--- src/hw/gdtr_pkg.sv ---
// Purpose: Shared constants and types for the diagnostic, id and trim register bank
// Assumes: 25 MHz core clock, host frames of 32 bits on a four-wire serial port
// Notes: Addresses are byte addresses; reads return the addressed byte and the next one, an even/odd pair for an even address
package gdtr_pkg;

  // ************************************************************
  // Timing
  // ************************************************************
  localparam int CLK_HZ = 25_000_000;
  localparam int CLK_PERIOD_NS = 40;
  localparam int ST_UPDATE_HZ = 1000;
  localparam int QUAD_UPDATE_HZ = 250;
  localparam int ST_TICK_CYC = CLK_HZ / ST_UPDATE_HZ;
  localparam int QUAD_TICK_CYC = CLK_HZ / QUAD_UPDATE_HZ;
  localparam int FAULT_SET_US = 5;
  localparam int FAULT_SET_CYC = (FAULT_SET_US * 1000) / CLK_PERIOD_NS;
  // One-pole filters at the 1 kHz update rate
  localparam int ST_LPF_SHIFT = 6;
  localparam int QUAD_LPF_SHIFT = 1;

  // ************************************************************
  // Register map
  // ************************************************************
  localparam logic [5:0] ADDR_RAW_ST_HI = 6'h06;
  localparam logic [5:0] ADDR_RAW_ST_LO = 6'h07;
  localparam logic [5:0] ADDR_QUAD_HI = 6'h08;
  localparam logic [5:0] ADDR_QUAD_LO = 6'h09;
  localparam logic [5:0] ADDR_FAULT_HI = 6'h0a;
  localparam logic [5:0] ADDR_FAULT_LO = 6'h0b;
  localparam logic [5:0] ADDR_PART_HI = 6'h0c;
  localparam logic [5:0] ADDR_PART_LO = 6'h0d;
  localparam logic [5:0] ADDR_SERIAL_3 = 6'h0e;
  localparam logic [5:0] ADDR_SERIAL_2 = 6'h0f;
  localparam logic [5:0] ADDR_SERIAL_1 = 6'h10;
  localparam logic [5:0] ADDR_SERIAL_0 = 6'h11;
  localparam logic [5:0] ADDR_TRIM_HI = 6'h12;
  localparam logic [5:0] ADDR_TRIM_LO = 6'h13;

  localparam logic [9:0] TRIM_RST = 10'h000;
  localparam logic [15:0] VALUE_RST = 16'h0000;
  localparam logic [15:0] FAULT_RST = 16'h0000;
  localparam logic signed [15:0] ST_LIMIT_LO = 16'shfce0;
  localparam logic signed [15:0] ST_LIMIT_HI = 16'sh0320;

  // ************************************************************
  // Host frame
  // ************************************************************
  localparam logic [1:0] OP_READ = 2'h1;
  localparam logic [1:0] OP_WRITE = 2'h2;
  localparam logic [1:0] OP_SENSOR = 2'h3;
  localparam logic [5:0] CMD_LAST_BIT = 6'h07;
  localparam logic [5:0] FRAME_BITS = 6'h20;
  localparam int WDATA_LSB = 8;
  localparam int TRIM_BITS = 10;

  typedef struct packed {
    logic [1:0] op;
    logic [5:0] addr;
  } gdtr_cmd_t;

  typedef struct packed {
    logic sclk;
    logic cs_n;
    logic mosi;
  } gdtr_pins_t;

  typedef struct packed {
    logic fail;
    logic drive_level_fault;
    logic supply_high_fault;
    logic supply_low_fault;
    logic pll_fault;
    logic q_fault;
    logic stored_memory_fault;
    logic por_fault;
    logic supply_fault;
    logic self_check_fault;
  } gdtr_fault_in_t;

endpackage

--- src/hw/gdtr_tick.sv ---
// Purpose: Divider giving a one-cycle enable every DIV clocks
// Assumes: DIV of two or more
// Notes: First pulse DIV cycles after reset release
module gdtr_tick #(
  parameter int unsigned DIV = 25000
) (
  input wire logic clk_i,
  input wire logic reset_n_i,
  output logic tick_o
);

  logic [31:0] cnt_reg;

  always_ff @(posedge clk_i or negedge reset_n_i) begin
    if (!reset_n_i) begin
      cnt_reg <= 32'h0;
      tick_o <= 1'b0;
    end else if (cnt_reg == 32'(DIV - 1)) begin
      cnt_reg <= 32'h0;
      tick_o <= 1'b1;
    end else begin
      cnt_reg <= cnt_reg + 32'h1;
      tick_o <= 1'b0;
    end
  end

endmodule // gdtr_tick

--- src/hw/gdtr_lpf.sv ---
// Purpose: One-pole low-pass filter on a signed 16-bit sample stream
// Assumes: en_i is a one-cycle sample strobe
// Notes: Eight fraction bits keep small steps from stalling the output
module gdtr_lpf #(
  parameter int unsigned SHIFT = 1
) (
  input wire logic clk_i,
  input wire logic reset_n_i,
  input wire logic en_i,
  input wire logic [15:0] din_i,
  output logic [15:0] dout_o
);

  logic signed [23:0] acc_reg;
  logic signed [24:0] diff;
  logic signed [24:0] step;
  logic signed [23:0] acc_next;

  // Step toward the input, so the sum never leaves 24 bits
  assign diff = $signed({din_i[15], din_i, 8'h00}) - $signed({acc_reg[23], acc_reg});
  assign step = diff >>> SHIFT;
  assign acc_next = 24'(acc_reg + step[23:0]);
  assign dout_o = acc_reg[23:8];

  always_ff @(posedge clk_i or negedge reset_n_i) begin
    if (!reset_n_i) begin
      acc_reg <= 24'h0;
    end else if (en_i) begin
      acc_reg <= acc_next;
    end
  end

endmodule // gdtr_lpf

--- src/hw/gdtr_regs.sv ---
// Purpose: Diagnostic, part id, serial and null-trim register bank behind the host serial port
// Assumes: Serial clock idles low, data sampled on its rising edge and driven after its falling edge
// Notes: Frame is 8 command bits then 24 data bits; answers come in the same frame
//
// Functional notes
// - The raw self-test value is refreshed at 1000 Hz with no filtering, 16-bit signed at 80 LSB per deg/s.
// - The raw self-test value never sets the self-test fault flag on its own.
// - The self-test fault flag follows only the filtered self-test value against its limits.
// - The quadrature-error value is refreshed at 250 Hz after an 80 Hz low-pass, 16-bit signed.
// - Every sensor data answer ends with the low fault byte, which is also readable at its own address.
// - Each fault flag is set as soon as its condition exists, regardless of transfers, within 5 us.
// - A set fault flag holds until the fault register is read or a sensor data command arrives.
// - A flag whose condition persists stays set through that clear, since the condition wins in the same cycle.
// - The high fault byte carries failure, drive level, supply high and supply low in its low four bits.
// - The part version is a read-only 16-bit code that later silicon raises by one.
// - Only the null-trim register takes host writes; everything else is read-only.
// - The signed 10-bit null trim, 80 LSB per deg/s, is added to the static rate output.
// - Reads go to even addresses and return the addressed byte then the next byte, MSB first.
// - The self-test delta is filtered to 2.5 Hz before the limit compare.
module gdtr_regs
  import gdtr_pkg::*;
#(
  parameter int unsigned ST_TICK_DIV = ST_TICK_CYC,
  parameter int unsigned QUAD_TICK_DIV = QUAD_TICK_CYC,
  // Arbitrary value; later silicon adds one
  parameter logic [15:0] PART_VERSION = 16'h0a01,
  // Arbitrary value
  parameter logic [31:0] SERIAL_NUMBER = 32'h1234_5678
) (
  input wire logic clk_i,
  input wire logic reset_n_i,
  input wire logic sclk_i,
  input wire logic cs_n_i,
  input wire logic mosi_i,
  output logic miso_o,
  output logic miso_oe_o,
  input wire logic [15:0] rate_i,
  input wire logic [15:0] raw_selftest_i,
  input wire logic [15:0] quad_error_i,
  input wire gdtr_fault_in_t fault_cond_i,
  output logic [15:0] rate_trimmed_o,
  output logic [15:0] fault_flags_o
);

  // ************************************************************
  // Declarations
  // ************************************************************
  typedef enum logic [1:0] {
    FR_IDLE,
    FR_CMD,
    FR_DATA
  } gdtr_frame_t;

  gdtr_frame_t frame_reg;
  gdtr_frame_t frame_next;
  gdtr_pins_t pin_s1_reg;
  gdtr_pins_t pin_s2_reg;
  gdtr_pins_t pin_prev_reg;
  gdtr_fault_in_t fault_s1_reg;
  gdtr_fault_in_t fault_s2_reg;
  gdtr_cmd_t cmd_word;

  logic [5:0] bit_cnt_reg;
  logic [31:0] shift_in_reg;
  logic [23:0] resp_reg;
  logic [23:0] resp_next;
  logic miso_reg;
  logic miso_oe_reg;
  logic [15:0] raw_st_reg;
  logic [15:0] quad_reg;
  logic [15:0] flags_reg;
  logic [15:0] flags_next;
  logic [15:0] rate_trim_reg;
  logic [9:0] trim_reg;

  logic st_tick;
  logic quad_tick;
  logic [15:0] st_filt;
  logic [15:0] quad_filt;
  logic sclk_rise;
  logic sclk_fall;
  logic cs_active;
  logic frame_start;
  logic frame_end;
  logic cmd_done;
  logic fault_clear;
  logic st_fault;
  logic [15:0] cond_vec;
  logic [15:0] read_pair;
  logic trim_write;

  // ************************************************************
  // Update rates and filters
  // ************************************************************
  gdtr_tick #(
    .DIV(ST_TICK_DIV)
  ) u_st_tick (
    .clk_i(clk_i),
    .reset_n_i(reset_n_i),
    .tick_o(st_tick)
  );

  gdtr_tick #(
    .DIV(QUAD_TICK_DIV)
  ) u_quad_tick (
    .clk_i(clk_i),
    .reset_n_i(reset_n_i),
    .tick_o(quad_tick)
  );

  // Slow pole keeps short self-test spikes from tripping the flag
  gdtr_lpf #(
    .SHIFT(ST_LPF_SHIFT)
  ) u_st_lpf (
    .clk_i(clk_i),
    .reset_n_i(reset_n_i),
    .en_i(st_tick),
    .din_i(raw_selftest_i),
    .dout_o(st_filt)
  );

  gdtr_lpf #(
    .SHIFT(QUAD_LPF_SHIFT)
  ) u_quad_lpf (
    .clk_i(clk_i),
    .reset_n_i(reset_n_i),
    .en_i(st_tick),
    .din_i(quad_error_i),
    .dout_o(quad_filt)
  );

  always_ff @(posedge clk_i or negedge reset_n_i) begin
    if (!reset_n_i) begin
      raw_st_reg <= VALUE_RST;
    end else if (st_tick) begin
      raw_st_reg <= raw_selftest_i;
    end
  end

  always_ff @(posedge clk_i or negedge reset_n_i) begin
    if (!reset_n_i) begin
      quad_reg <= VALUE_RST;
    end else if (quad_tick) begin
      quad_reg <= quad_filt;
    end
  end

  // ************************************************************
  // Input synchronisers
  // ************************************************************
  always_ff @(posedge clk_i or negedge reset_n_i) begin
    if (!reset_n_i) begin
      pin_s1_reg <= 3'h2;
      pin_s2_reg <= 3'h2;
      pin_prev_reg <= 3'h2;
      fault_s1_reg <= 10'h000;
      fault_s2_reg <= 10'h000;
    end else begin
      pin_s1_reg <= '{sclk: sclk_i, cs_n: cs_n_i, mosi: mosi_i};
      pin_s2_reg <= pin_s1_reg;
      pin_prev_reg <= pin_s2_reg;
      fault_s1_reg <= fault_cond_i;
      fault_s2_reg <= fault_s1_reg;
    end
  end

  assign sclk_rise = pin_s2_reg.sclk & ~pin_prev_reg.sclk;
  assign sclk_fall = ~pin_s2_reg.sclk & pin_prev_reg.sclk;
  assign cs_active = ~pin_s2_reg.cs_n;
  assign frame_start = pin_prev_reg.cs_n & ~pin_s2_reg.cs_n;
  assign frame_end = ~pin_prev_reg.cs_n & pin_s2_reg.cs_n;

  // ************************************************************
  // Frame sequencing
  // ************************************************************
  assign cmd_done = (frame_reg == FR_CMD) & cs_active & sclk_rise & (bit_cnt_reg == CMD_LAST_BIT);
  assign cmd_word = {shift_in_reg[6:0], pin_s2_reg.mosi};

  always_comb begin
    frame_next = frame_reg;
    case (frame_reg)
      FR_IDLE: begin
        if (frame_start) begin
          frame_next = FR_CMD;
        end
      end
      FR_CMD: begin
        if (frame_end) begin
          frame_next = FR_IDLE;
        end else if (cmd_done) begin
          frame_next = FR_DATA;
        end
      end
      FR_DATA: begin
        if (frame_end) begin
          frame_next = FR_IDLE;
        end
      end
      default: begin
        frame_next = FR_IDLE;
      end
    endcase
  end

  always_ff @(posedge clk_i or negedge reset_n_i) begin
    if (!reset_n_i) begin
      frame_reg <= FR_IDLE;
      bit_cnt_reg <= 6'h00;
      shift_in_reg <= 32'h0;
    end else begin
      frame_reg <= frame_next;
      if (frame_start) begin
        bit_cnt_reg <= 6'h00;
      end else if (cs_active && sclk_rise) begin
        shift_in_reg <= {shift_in_reg[30:0], pin_s2_reg.mosi};
        bit_cnt_reg <= (bit_cnt_reg == 6'h3f) ? bit_cnt_reg : bit_cnt_reg + 6'h01;
      end
    end
  end

  // ************************************************************
  // Read decode
  // ************************************************************
  function automatic logic [7:0] reg_byte(input logic [5:0] a);
    case (a)
      ADDR_RAW_ST_HI: reg_byte = raw_st_reg[15:8];
      ADDR_RAW_ST_LO: reg_byte = raw_st_reg[7:0];
      ADDR_QUAD_HI: reg_byte = quad_reg[15:8];
      ADDR_QUAD_LO: reg_byte = quad_reg[7:0];
      ADDR_FAULT_HI: reg_byte = flags_reg[15:8];
      ADDR_FAULT_LO: reg_byte = flags_reg[7:0];
      ADDR_PART_HI: reg_byte = PART_VERSION[15:8];
      ADDR_PART_LO: reg_byte = PART_VERSION[7:0];
      ADDR_SERIAL_3: reg_byte = SERIAL_NUMBER[31:24];
      ADDR_SERIAL_2: reg_byte = SERIAL_NUMBER[23:16];
      ADDR_SERIAL_1: reg_byte = SERIAL_NUMBER[15:8];
      ADDR_SERIAL_0: reg_byte = SERIAL_NUMBER[7:0];
      ADDR_TRIM_HI: reg_byte = {6'h00, trim_reg[9:8]};
      ADDR_TRIM_LO: reg_byte = trim_reg[7:0];
      default: reg_byte = 8'h00;
    endcase
  endfunction

  // Addressed byte first, then its neighbour
  // Procedural, so a register change inside reg_byte reaches the pair too
  always_comb begin
    read_pair = {reg_byte(cmd_word.addr), reg_byte(6'(cmd_word.addr + 6'h01))};
    case (cmd_word.op)
      OP_READ: resp_next = {read_pair, 8'h00};
      OP_SENSOR: resp_next = {rate_trim_reg, flags_reg[7:0]};
      default: resp_next = 24'h0;
    endcase
  end

  // ************************************************************
  // Serial answer
  // ************************************************************
  always_ff @(posedge clk_i or negedge reset_n_i) begin
    if (!reset_n_i) begin
      resp_reg <= 24'h0;
      miso_reg <= 1'b0;
      miso_oe_reg <= 1'b0;
    end else begin
      miso_oe_reg <= cs_active;
      if (frame_end || frame_start) begin
        miso_reg <= 1'b0;
      end else if (cmd_done) begin
        resp_reg <= resp_next;
      end else if ((frame_reg == FR_DATA) && sclk_fall) begin
        miso_reg <= resp_reg[23];
        resp_reg <= {resp_reg[22:0], 1'b0};
      end
    end
  end

  assign miso_o = miso_reg;
  assign miso_oe_o = miso_oe_reg;

  // ************************************************************
  // Fault flags
  // ************************************************************
  // Compare uses the filtered value only, never the raw one
  assign st_fault = ($signed(st_filt) < ST_LIMIT_LO) | ($signed(st_filt) > ST_LIMIT_HI);

  assign cond_vec = {4'h0,
                     fault_s2_reg.fail,
                     fault_s2_reg.drive_level_fault,
                     fault_s2_reg.supply_high_fault,
                     fault_s2_reg.supply_low_fault,
                     fault_s2_reg.pll_fault,
                     fault_s2_reg.q_fault,
                     fault_s2_reg.stored_memory_fault,
                     fault_s2_reg.por_fault,
                     fault_s2_reg.supply_fault,
                     st_fault,
                     fault_s2_reg.self_check_fault,
                     1'b0};

  assign fault_clear = cmd_done & ((cmd_word.op == OP_SENSOR) |
                       ((cmd_word.op == OP_READ) & (cmd_word.addr[5:1] == ADDR_FAULT_HI[5:1])));

  // A standing condition wins over the clear in the same cycle
  assign flags_next = (flags_reg & ~{16{fault_clear}}) | cond_vec;

  always_ff @(posedge clk_i or negedge reset_n_i) begin
    if (!reset_n_i) begin
      flags_reg <= FAULT_RST;
    end else begin
      flags_reg <= flags_next;
    end
  end

  assign fault_flags_o = flags_reg;

  // ************************************************************
  // Null trim
  // ************************************************************
  // Write lands only after a full frame, so a cut frame changes nothing
  assign trim_write = frame_end & (frame_reg == FR_DATA) & (bit_cnt_reg == FRAME_BITS) &
                      (shift_in_reg[31:30] == OP_WRITE) & (shift_in_reg[29:24] == ADDR_TRIM_HI);

  always_ff @(posedge clk_i or negedge reset_n_i) begin
    if (!reset_n_i) begin
      trim_reg <= TRIM_RST;
    end else if (trim_write) begin
      trim_reg <= shift_in_reg[WDATA_LSB +: TRIM_BITS];
    end
  end

  // No saturation; rate inputs near full scale can wrap
  always_ff @(posedge clk_i or negedge reset_n_i) begin
    if (!reset_n_i) begin
      rate_trim_reg <= VALUE_RST;
    end else begin
      rate_trim_reg <= rate_i + {{6{trim_reg[9]}}, trim_reg};
    end
  end

  assign rate_trimmed_o = rate_trim_reg;

endmodule // gdtr_regs

--- config.mk ---
export PLATFORM = sky130hd
export DESIGN_NAME = gdtr_regs
export DESIGN_NICKNAME = d
export VERILOG_FILES = /design/src/hw/gdtr_pkg.sv /design/src/hw/gdtr_tick.sv /design/src/hw/gdtr_lpf.sv /design/src/hw/gdtr_regs.sv
export SDC_FILE = /design/constraint.sdc
export NUM_CORES = 1
export LEC_CHECK = 0
export BUFFER_PORTS_ARGS = -buffer_cell sky130_fd_sc_hd__clkbuf_2
export CORE_MARGIN = 5
export CORE_UTILIZATION = 29
export DETAILED_ROUTE_END_ITERATION = 16
export GPL_TIMING_DRIVEN = 1
export PLACE_DENSITY = 0.5
export SLEW_MARGIN = 20
export SYNTH_ARGS = -nofsm -noshare
export SYNTH_HDL_FRONTEND = slang
export SYNTH_HIERARCHICAL = 1
export SYNTH_SLANG_ARGS = --single-unit
--- constraint.sdc ---
create_clock -name clk_i -period 3.9 [get_ports clk_i]
set_input_delay 0.585 -clock clk_i [delete_from_list [all_inputs] [get_ports clk_i]]
set_output_delay 0.585 -clock clk_i [all_outputs]
set_load 0.02 [all_outputs]
==> metrics.yaml, run 1 <==
pwr:
  internal-power_mw: 5.61
  switching_power_mw: 2.02
  seqPwrFrac_pct: 40.6
  comb_power_share_pct: 12.8
  cellPowerDensity_nw_per_um2: 357
  p_leak_nw: 9.79
  finalPower_mw: 7.63
  p_clk_share_pct: 46.6
  switching_share_pct: 26.5
  ir_worst_vdd_mv: 0.298
clocking:
  clkLatencyLatePin_ns: 0.55
  hold_buffers: 0
  root_buffer: "clkbuf_16"
  cts_tree: "built"
  cts.clk_slew.worst_paths_ns: 0.06
  cts_buffer_depth: 3
  cts_buffers: 36
  h-tree-depth: 2
  cts_num_sinks: 282
critical_path:
  crit_top_cell: "nand4_1"
  critPathLaunchType: "flip-flop"
  arrival_ns: 4.48
  worstPathRequired_ns: 4.33
  cp_num_buf_inv: 0
  critPathTopFamily: "simple AND/OR/NAND/NOR gates"
  timing_worst_setup_path_type: "reg -> reg"
  crit_path_max_incr_delay_ns: 0.55
  critPathMaxFanout: 5
  r2r-start: "u_st_lpf/acc_reg[1]"
  path_cells: "or4_4 -> or3_4 -> a2111o_1 -> nand3_2 -> a311o_1 -> xor2_1 -> ha_1 -> nand4_1 -> a2111o_1 -> nand2_2 -> nand4_1 -> nand4_1 -> or3b_4"
  critPathLaunch: "u_st_lpf/acc_reg[1]"
  cp_slowest_cell: "or4_4"
  endpoint_kind: "flip-flop"
detailed_routing:
  drt_drc_violations_left: 0
  routedWlPerCell_um: 17.9
  wl_met1_um: 23600
  vias: 14200
  drt_iter0_drc: 806
  routed-wl-met2_um: 23200
  top_layer: "met4"
  drtAntennaViolNets: 0
  avgViaCountPerCell: 5.09
  wl_met3_um: 1860
  routed_wirelength_um: 49800
  drt_pass1_iterations: 6
finish:
  final_util_pct: 35.5
  seq_area_um2: 7070
  layout-drive-gt1-share_pct: 26.4
  final_cell_mix: "dfrtp_1 (277), buf_4 (166), nor2_1 (119), nand2_1 (105), a21oi_1 (101)"
  syn_to_final_growth_pct: 22.0
  multi_input_area_um2: 9950
  final_nets: 2146
  design_area_um2: 21400
  antennaDiodeCount: 0
  final_common_cell: "dfrtp_1"
  fillers: 6069
logic_synthesis:
  avgSynthCellArea_um2: 9.92
  synth_area_um2: 17500
  synth_nets: 1934
  post-synth-top-area-cell: "dfrtp_1"
  synth_area_leaders: "dfrtp_1 (40%), ha_1 (7.4%), mux2_2 (5.9%)"
  synth_edf_count: 0
  ys_ff_latch: 282
  synthDominantCellAreaShare_pct: 39.9
  synth-seq-area-share_pct: 40.3
  yosys_warnings: 6
  synth_cell_type_count: 110
  async_reset_ff_share_pct: 100
  synthCells: 1765
  yosys_most_used_dff: "dfrtp_1"
grt:
  grt_pass1_vias: 14200
  grt_pass1_wl_um: 80300
  grt_remaining_overflow: 0
  antenna_found_initial: 0
  grt_max_degree: 86
  grtUsageTotal_pct: 15.0
timing:
  drv_slew: 0
  hold_violations: 0
  min_period_over_period_pct: 104
  period_needed_ns: 4.05
  rsz0062_at_grt: "true"
  skew_ns: 0.0196
  fmax_mhz: 247
  timing.hold.ws_ns: 0.0107
  worst_slew_pin_slew_ns: 0.967
  finalSetupViolations: 4
  maxSlewHeadroom_pct: 35.0
  finalWorstSetupSlack_ns: -0.149
die:
  die_area_um2: 65400
  die_w_um: 256
  rows: 90
  pin_count: 97
  start_util_pct: 29.1
  die_h_um: 256
  coreArea_um2: 60100
placement:
  place.gp.congestion: 0.919
  place_area_um2: 19800
  numPortBuffers: 96
  hpwl_um: 37700
worst_hold_path:
  min_path_type: "in -> async"
job:
  maxCapViolCount: 0
run_status:
  violations: "negative setup slack"
  status: "finished, violations left"
## power groups by stage
stage | combinational [mW] | sequential [mW] | clock, mW
after floorplan | 0.625 | 3.08 | 0
after global placement | 0.942 | 3.15 | 0
after detailed placement | 0.941 | 3.15 | 0
after CTS | 0.954 | 3.10 | 3.68
after global routing | 1.07 | 3.11 | 3.80
final | 0.975 | 3.10 | 3.56
## logic make-up (layout without fill, tap and decap cells)
logic type	after synthesis	count (layout)	share of synthesized area, %
and+or+nand+nor	532	532	16.6
AOI/OAI and AO/OA	421	421	16.3
DFF	282	282	40.3
buffers and inverters	165	403	4.75
xor gates and xnor gates	142	142	7.10
muxes	117	117	7.34
adders and majority gates	106	106	7.66
## per-stage QoR
stage | instances | setup TNS (ns) | worst slack (ns)
6_report | 2785 | -0.414 | -0.149
5_1_grt | 2785 | -1.54 | -0.293
4_1_cts | 2782 | -0.319 | -0.136
3_5_place_dp | 2716 | -2.43 | -0.349
3_3_place_gp | 2716 | -1.89 | -0.318
2_1_floorplan | 1765 | 0 | 0.00846
## cell type report
| class | instances | share of cell area [%] |
|---|---|---|
| clock buffer | 44 | 4.64 |
| clock inverter | 20 | 1.31 |
| multi-input combinational | 1318 | 46.6 |
| timing repair buffer | 268 | 8.57 |
| inverter | 71 | 1.25 |
| tap | 782 | 4.58 |
| sequential | 282 | 33.1 |
## routing by layer
layer	up-vias	global-route usage, %
met1	6957	20.9
met2	278	24.3
met5	-	0
li1	6861	-
met4	0	4.14
met3	73	2.22
## final timing paths
check | depth (start not counted) | end | slack, ns
setup / recovery | 13 | u_st_lpf/acc_reg[22] | -0.15
hold / removal | 1 | u_st_lpf/acc_reg[12] | 0.01
setup reg to reg | 13 | u_st_lpf/acc_reg[22] | -0.15
hold reg to reg | 0 | cond_vec[3] | 0.35
max in group asynchronous | 2 | u_quad_tick/cnt_reg[20] | 2.93
min in group clk_i | 1 | pin_s1_reg[1] | 0.12
## synthesized netlist by cell type (all sizes together) (20+ instances only)
library cell,n
nand3,72
nor3,39
nand4,35
mux2i,26
buf,59
a31oi,21
xor2,53
and3,20
o21ai,87
mux2,91
nand2,107
xnor2,89
clkbuf,34
dfrtp,279
nor2,124
inv,71
a22oi,21
ha,104
a21oi,111
a21o,44
## repair_timing
action | 4_1_cts | 5_1_grt
cloned | 0 | 0
setup endpoints to repair | 8 | 16
setup buffers | 2 | 3
endpoints found under the hold margin | 0 | 0
resized for setup | 14 | 35
pin swaps | 23 | 22
Power figures use the tool's default switching activity.
==> run 2, diff against run 1 <==
--- a/config.mk
+++ b/config.mk
@@ -5,12 +5,12 @@
 export SDC_FILE = /design/constraint.sdc
 export NUM_CORES = 1
 export LEC_CHECK = 0
-export BUFFER_PORTS_ARGS = -buffer_cell sky130_fd_sc_hd__clkbuf_2
-export CORE_MARGIN = 5
-export CORE_UTILIZATION = 29
+export CORE_MARGIN = 2
+export CORE_UTILIZATION = 59
 export DETAILED_ROUTE_END_ITERATION = 16
+export DONT_BUFFER_PORTS = 1
 export GPL_TIMING_DRIVEN = 1
-export PLACE_DENSITY = 0.5
+export PLACE_DENSITY = 0.83
 export SLEW_MARGIN = 20
 export SYNTH_ARGS = -nofsm -noshare
 export SYNTH_HDL_FRONTEND = slang
==> run 2 against run 1 <==
  * The flow finishes with violations (negative hold slack, negative setup slack)
  * Sequential share of layout area rose by 3.0 points
  * Critical path depth increased by 2
  * Register-to-register slack about the same
  * Core utilization up 31 points
  * Non-clock buffer count down 168
  * Maximum frequency increased by 0.33%
  * Via count is 1.4% lower
  * Combinational power down 18%
  * Cell count down 20%
  * Die area fell by 52%
  * Worst hold slack lost 0.29 ns
  * Critical path type unchanged
  * Critical endpoint is now u_st_lpf/acc_reg[23]
==> metrics.yaml, run 2 (synthesized netlist as in run 1, its figures left out) <==
clocking:
  cts_tree: "built"
  clkLatencyLatePin_ns: 0.56  # about the same
  cts.clk_slew.worst_paths_ns: 0.06  # about the same
  cts_num_sinks: 282  # unchanged
  root_buffer: "clkbuf_16"
  cts_buffer_depth: 3  # unchanged
  cts_buffers: 30  # -17%
  h-tree-depth: 1  # -1
job:
  maxCapViolCount: 0  # unchanged
timing:
  maxSlewHeadroom_pct: 40.8  # +5.8 points
  skew_ns: 0.0167  # -0.00292 ns
  fmax_mhz: 248  # +0.33%
  period_needed_ns: 4.04  # -0.0133 ns
  timing.hold.ws_ns: -0.282  # -0.293 ns
  rsz0062_at_grt: "true"
  finalSetupViolations: 4  # unchanged
  final.setup.tns_ns: -0.351  # +0.0629 ns
  drv_slew: 0  # unchanged
  worst_slew_pin_slew_ns: 0.888  # -0.0795 ns
  min_period_over_period_pct: 103  # -0.34 points
  hold_violations: 281  # +281
  finalWorstSetupSlack_ns: -0.136  # +0.0133 ns
grt:
  antenna_found_initial: 1  # +1
  grt_pass1_vias: 13600  # -4.3%
  grt_max_degree: 283  # +230%
  grtUsageTotal_pct: 28.4  # +13 points
  grt_remaining_overflow: 0  # unchanged
  grt_pass1_wl_um: 71400  # -11%
placement:
  place_inst: 2149  # -21%
  place.gp.congestion: 0.961  # +4.6%
  numPortBuffers: 0  # -100%
  pre_cts_slack_ns: -0.197  # +0.153 ns
  hpwl_um: 32400  # -14%
detailed_routing:
  drtAntennaViolNets: 0  # unchanged
  drt_drc_violations_left: 0  # unchanged
  routedWlPerCell_um: 20.1  # +12%
  routed_wirelength_um: 44500  # -11%
  drt_pass1_iterations: 6  # unchanged
  avgViaCountPerCell: 6.30  # +24%
  vias: 14000  # -1.4%
  drt_iter0_drc: 1178  # +46%
pwr:
  p_leak_nw: 8.94  # -8.7%
  cellPowerDensity_nw_per_um2: 350  # -1.9%
  ir_worst_vdd_mv: 0.430  # +45%
  finalPower_mw: 6.86  # -10%
finish:
  seq_area_um2: 7060  # about the same
  multi_input_area_um2: 9940  # -0.14%
  final_cell_mix: "dfrtp_1 (278), nor2_1 (117), nand2_1 (105), a21oi_1 (104), buf_4 (98)"
  syn_to_final_growth_pct: 11.7
  stdcell_count: 2217  # -20%
  fillers: 2233  # -63%
  layout-drive-gt1-share_pct: 19.0  # -7.4 points
  final_nets: 1972  # -8.1%
  final_common_cell: "dfrtp_1"
run_status:
  status: "finished, violations left"
  violations: "negative hold slack, negative setup slack"
critical_path:
  timing_worst_setup_path_type: "reg -> reg"
  rrSetupSlack_ns: -0.14  # about the same
  r2r-start: "u_st_lpf/acc_reg[4]"
  r2r_cells: 15  # +2
  critPathLaunchType: "flip-flop"
  arrival_ns: 4.45  # -0.03 ns
  endpoint_kind: "flip-flop"
  crit_path_max_incr_delay_ns: 0.54  # about the same
  critPathTopFamily: "compound AO/OA/AOI/OAI gates"
  cp_num_buf_inv: 1  # +1
  critPathMaxFanout: 3  # -2
  path_cells: "or4_4 -> or3_4 -> a2111o_1 -> nand3_2 -> a311o_1 -> a21oi_2 -> xnor2_1 -> ha_1 -> buf_4 -> a21o_1 -> a21o_1 -> a21oi_2 -> a21bo_4 -> mux2i_1 -> o2111ai_1"
  timing.rr.end: "u_st_lpf/acc_reg[23]"
  cp_slowest_cell: "or4_4"
  worstPathRequired_ns: 4.31  # -0.02 ns
die:
  rows: 63  # -30%
  die_w_um: 176  # -31%
  die_area_um2: 31100  # -52%
  coreArea_um2: 29400  # -51%
  start_util_pct: 59.6  # +30 points
  die_h_um: 176  # -31%
  pin_count: 97  # unchanged
worst_hold_path:
  min_path_type: "in -> async"
[run 2: changes by cell type in the layout (fill, tap and decap cells not counted), sizes merged]
cell and change:
inv -3, bufinv -3, clkinvlp -2, buf -73, clkbuf -97, diode +1
clkinv +1
[run 2: worst register-to-register path: stages, from the launching register on]
cell and delay (ns):
dfrtp_1 0.38, or4_4 0.54, or3_4 0.41, a2111o_1 0.50, nand3_2 0.12, a311o_1 0.26, a21oi_2 0.09, xnor2_1 0.13
ha_1 0.31, buf_4 0.16, a21o_1 0.16, a21o_1 0.18, a21oi_2 0.12, a21bo_4 0.25, mux2i_1 0.15, o2111ai_1 0.13
[run 2: worst max path at each step]
stage                              startpoint                    to  slack [ns]  cells past startpoint
after floorplan           u_st_lpf/acc_reg[4]  u_st_lpf/acc_reg[22]       0.008                     13
after global placement      raw_selftest_i[1]  u_st_lpf/acc_reg[22]       -0.06                     14
after detailed placement    raw_selftest_i[1]  u_st_lpf/acc_reg[22]       -0.20                     14
after CTS                 u_st_lpf/acc_reg[1]  u_st_lpf/acc_reg[21]       -0.05                     13
after global routing      u_st_lpf/acc_reg[1]  u_st_lpf/acc_reg[23]       -0.25                     14
final                     u_st_lpf/acc_reg[4]  u_st_lpf/acc_reg[23]       -0.14                     15
[run 2: routing by layer]
layer,vias to the layer above,GRT usage [%],share of wire (%)
met1,6789,37.6,42
met2,546,46.9,47
met4,2,10.4,4.0
met3,124,5.17,6.6
li1,6512,-,-
met5,-,0,0.10
[run 2: final cells by class]
| type | count | area share, % |
|---|---|---|
| flip-flops and latches | 282 | 36.1 |
| clock inverters | 13 | 0.767 |
| multi-input cells | 1318 | 50.8 |
| well taps | 390 | 2.49 |
| clock buffers | 42 | 4.59 |
| repair buffers | 100 | 3.88 |
| inverters | 71 | 1.36 |
| diodes | 1 | 0.0128 |
[run 2: repair_timing]
item / 4_1_cts / 5_1_grt
resized for setup: 17 / 28
setup buffers: 7 / 5
hold endpoints to repair: 282 / 282
pin swaps: 34 / 24
endpoints found under the setup margin: 6 / 16
[run 2: through the flow]
step / utilization (%) / instance area (um2)
3_3_place_gp: 61.9 / 18200
6_report: 66.5 / 19600
3_5_place_dp: 61.9 / 18200
4_1_cts: 66.0 / 19400
2_1_floorplan: - / 17600
5_1_grt: 66.5 / 19600
[run 2: power by group]
part | internal, mW | switching (mW) | total [mW]
registers | 2.98 | 0.133 | 3.11
clock network | 1.80 | 1.15 | 2.95
logic | 0.343 | 0.452 | 0.795
total | 5.12 | 1.74 | 6.86
==> run 3, diff against run 2 <==
--- a/config.mk
+++ b/config.mk
@@ -11,8 +11,10 @@
 export DONT_BUFFER_PORTS = 1
 export GPL_TIMING_DRIVEN = 1
 export PLACE_DENSITY = 0.83
+export RECOVER_POWER = 50
 export SLEW_MARGIN = 20
 export SYNTH_ARGS = -nofsm -noshare
 export SYNTH_HDL_FRONTEND = slang
 export SYNTH_HIERARCHICAL = 1
 export SYNTH_SLANG_ARGS = --single-unit
+export TNS_END_PERCENT = 30
==> run 3 against run 2 <==
  * The run still ends with negative hold slack, negative setup slack left
  * Via count up 1.0%
  * Worst setup slack worse by 0.0049 ns
  * Core utilization grew 0.34 points
  * Sequential power about the same
  * Critical path type unchanged
  * Global-route usage grew 0.46 points
  * Sequential share of layout area down 0.18 points
  * Clock-buffer cell count rose by 4
  * Non-clock buffer count is 7 higher
  * Register-to-register slack is essentially flat
  * Sequential cell count stayed put
  * Cell count rose by 0.45%
==> metrics.yaml, run 3 (synthesized netlist as in run 1, its figures left out) <==
run_status:
  status: "finished, violations left"
  violations: "negative hold slack, negative setup slack"
timing:
  drv_slew: 0  # unchanged
  worst_slew_pin_slew_ns: 0.870  # -0.0175 ns
  finalSetupViolations: 6  # +2
  hold_violations: 279  # -0.71%
  skew_ns: 0.0220  # +0.00532 ns
  timing.hold.ws_ns: -0.232  # +0.0507 ns
  maxSlewHeadroom_pct: 42.0  # +1.2 points
  period_needed_ns: 4.04  # +0.00494 ns
  min_period_over_period_pct: 104  # +0.13 points
  fmax_mhz: 247  # -0.12%
  rsz0062_at_grt: "true"
  finalWorstSetupSlack_ns: -0.141  # -0.00494 ns
finish:
  final_common_cell: "dfrtp_1"
  multi_input_area_um2: 9830  # -1.1%
  fillers: 2158  # -3.4%
  antennaDiodeCount: 0  # -1
  layout-drive-gt1-share_pct: 18.6  # -0.44 points
  final_util_pct: 66.9  # +0.34 points
  seq_area_um2: 7060  # unchanged
  final_nets: 1983  # +0.56%
  final_cell_mix: "dfrtp_1 (278), nor2_1 (119), a21oi_1 (105), nand2_1 (105), buf_4 (104)"
  syn_to_final_growth_pct: 12.3
grt:
  grt_max_degree: 283  # unchanged
  grtUsageTotal_pct: 28.9  # +0.46 points
  antenna_found_initial: 1  # unchanged
  grt_remaining_overflow: 0  # unchanged
  grt_pass1_vias: 14000  # +3.0%
  grt_pass1_wl_um: 72200  # +1.0%
detailed_routing:
  vias: 14100  # +1.0%
  drt_drc_violations_left: 0  # unchanged
  routed_wirelength_um: 45000  # +1.0%
  avgViaCountPerCell: 6.34  # +0.58%
  routedWlPerCell_um: 20.2  # +0.57%
  drt_iter0_drc: 1264  # +7.3%
  drtAntennaViolNets: 0  # unchanged
  drt_pass1_iterations: 8  # +2
die:
  die_area_um2: 31100  # unchanged
  die_h_um: 176  # unchanged
  pin_count: 97  # unchanged
  coreArea_um2: 29400  # unchanged
  die_w_um: 176  # unchanged
  start_util_pct: 59.6  # unchanged
  rows: 63  # unchanged
placement:
  hpwl_um: 32400  # +0.13%
  pre_cts_slack_ns: -0.249  # -0.0526 ns
  place.gp.congestion: 0.964  # +0.30%
  numPortBuffers: 0  # unchanged
pwr:
  ir_worst_vdd_mv: 0.411  # -4.6%
  finalPower_mw: 7.23  # +5.5%
  seqPwrFrac_pct: 43.0  # -2.4 points
  cellPowerDensity_nw_per_um2: 368  # +4.9%
  p_leak_nw: 9.02  # +0.87%
  internal-power_mw: 5.42  # +5.8%
  switching_share_pct: 25.1  # -0.26 points
  comb_power_share_pct: 10.8  # -0.8 points
  switching_power_mw: 1.82  # +4.4%
  p_clk_share_pct: 46.2  # +3.2 points
clocking:
  clkLatencyLatePin_ns: 0.52  # -0.04 ns
  cts_buffers: 34  # +13%
  cts_tree: "built"
  cts_buffer_depth: 3  # unchanged
  cts_num_sinks: 282  # unchanged
  root_buffer: "clkbuf_16"
  cts.clk_slew.worst_paths_ns: 0.05  # about the same
  h-tree-depth: 2  # +1
critical_path:
  endpoint_kind: "flip-flop"
  worstPathRequired_ns: 4.28  # -0.03 ns
  arrival_ns: 4.42  # -0.03 ns
  timing_worst_setup_path_type: "reg -> reg"
  r2r_cells: 14  # -1
  critPathLaunchType: "flip-flop"
  critPathMaxFanout: 4  # +1
worst_hold_path:
  min_path_type: "in -> async"
job:
  maxCapViolCount: 0  # unchanged
-- run 3: changes by cell type in the layout (fill, tap and decap cells not counted), moves of 3 or more --
cell,before,now
buf_4,98,104
clkbuf_16,31,35
ha_1,95,99
clkinv_2,7,4
o21ai_0,75,78
-- run 3: worst max-delay path, stage by stage (launching register included) --
cell,delay [ns]
dfrtp_1,0.38
or4_4,0.54
or3_4,0.42
a2111o_1,0.49
nand3_2,0.10
a311o_1,0.23
buf_4,0.14
a21oi_2,0.05
xnor2_1,0.13
ha_1,0.31
and2_4,0.17
a221o_1,0.31
a221oi_2,0.26
nor2_1,0.06
or3_1,0.35
-- run 3: area by class of cell --
cell class                      count  area share (%)
Tap cell                          390            2.48
Inverter                           71            1.36
Timing Repair Buffer              107            4.19
Sequential cell                   282            35.9
Clock buffer                       46            4.97
Clock inverter                     13            1.12
Multi-Input combinational cell   1318            50.0
-- run 3: power by group through the flow --
stage | Sequential [mW] | Combinational [mW] | Clock, mW
after detailed placement | 3.16 | 0.740 | 0
after floorplan | 3.08 | 0.625 | 0
after CTS | 3.10 | 0.756 | 3.39
after global routing | 3.12 | 0.844 | 3.51
final | 3.11 | 0.784 | 3.34
after global placement | 3.16 | 0.734 | 0
-- run 3: repair_timing --
action | 4_1_cts | 5_1_grt
gates resized for setup | 10 | 15
setup endpoints to repair | 4 | 15
pin swaps | 27 | 15
setup buffers | 11 | 3
endpoints found under the hold margin | 282 | 281
-- run 3: final timing paths --
kind / from / to / slack (ns)
max: u_st_lpf/acc_reg[4] / u_st_lpf/acc_reg[21] / -0.14
min: reset_n_i / u_st_lpf/acc_reg[12] / -0.23
max reg2reg: u_st_lpf/acc_reg[4] / u_st_lpf/acc_reg[21] / -0.14
min reg2reg: fault_s1_reg[4] / cond_vec[6] / 0.35
max in group asynchronous: reset_n_i / u_st_tick/tick_o / 3.39
min in group clk_i: cs_n_i / pin_s1_reg[1] / 0.06
-- run 3: routing by layer --
metal / wire (um) / track usage [%] / vias up / part of all wire, %
met3: 3090 / 5.47 / 134 / 6.9
met5: 0 / 0 / - / 0
li1: - / - / 6527 / -
met1: 18800 / 38.0 / 6907 / 42
met4: 1890 / 11.9 / 0 / 4.2
met2: 21200 / 47.1 / 549 / 47
-- run 3: through the flow --
| stage | instance area (um2) | setup TNS (ns) | cells |
|---|---|---|---|
| global route | 19700 | -1.97 | 2227 |
| CTS | 19600 | -0.0883 | 2224 |
| floorplan | 17600 | -0.00791 | 1765 |
| global placement | 18200 | -0.203 | 2154 |
| finish | 19700 | -0.585 | 2227 |
| detailed placement | 18200 | -0.568 | 2154 |
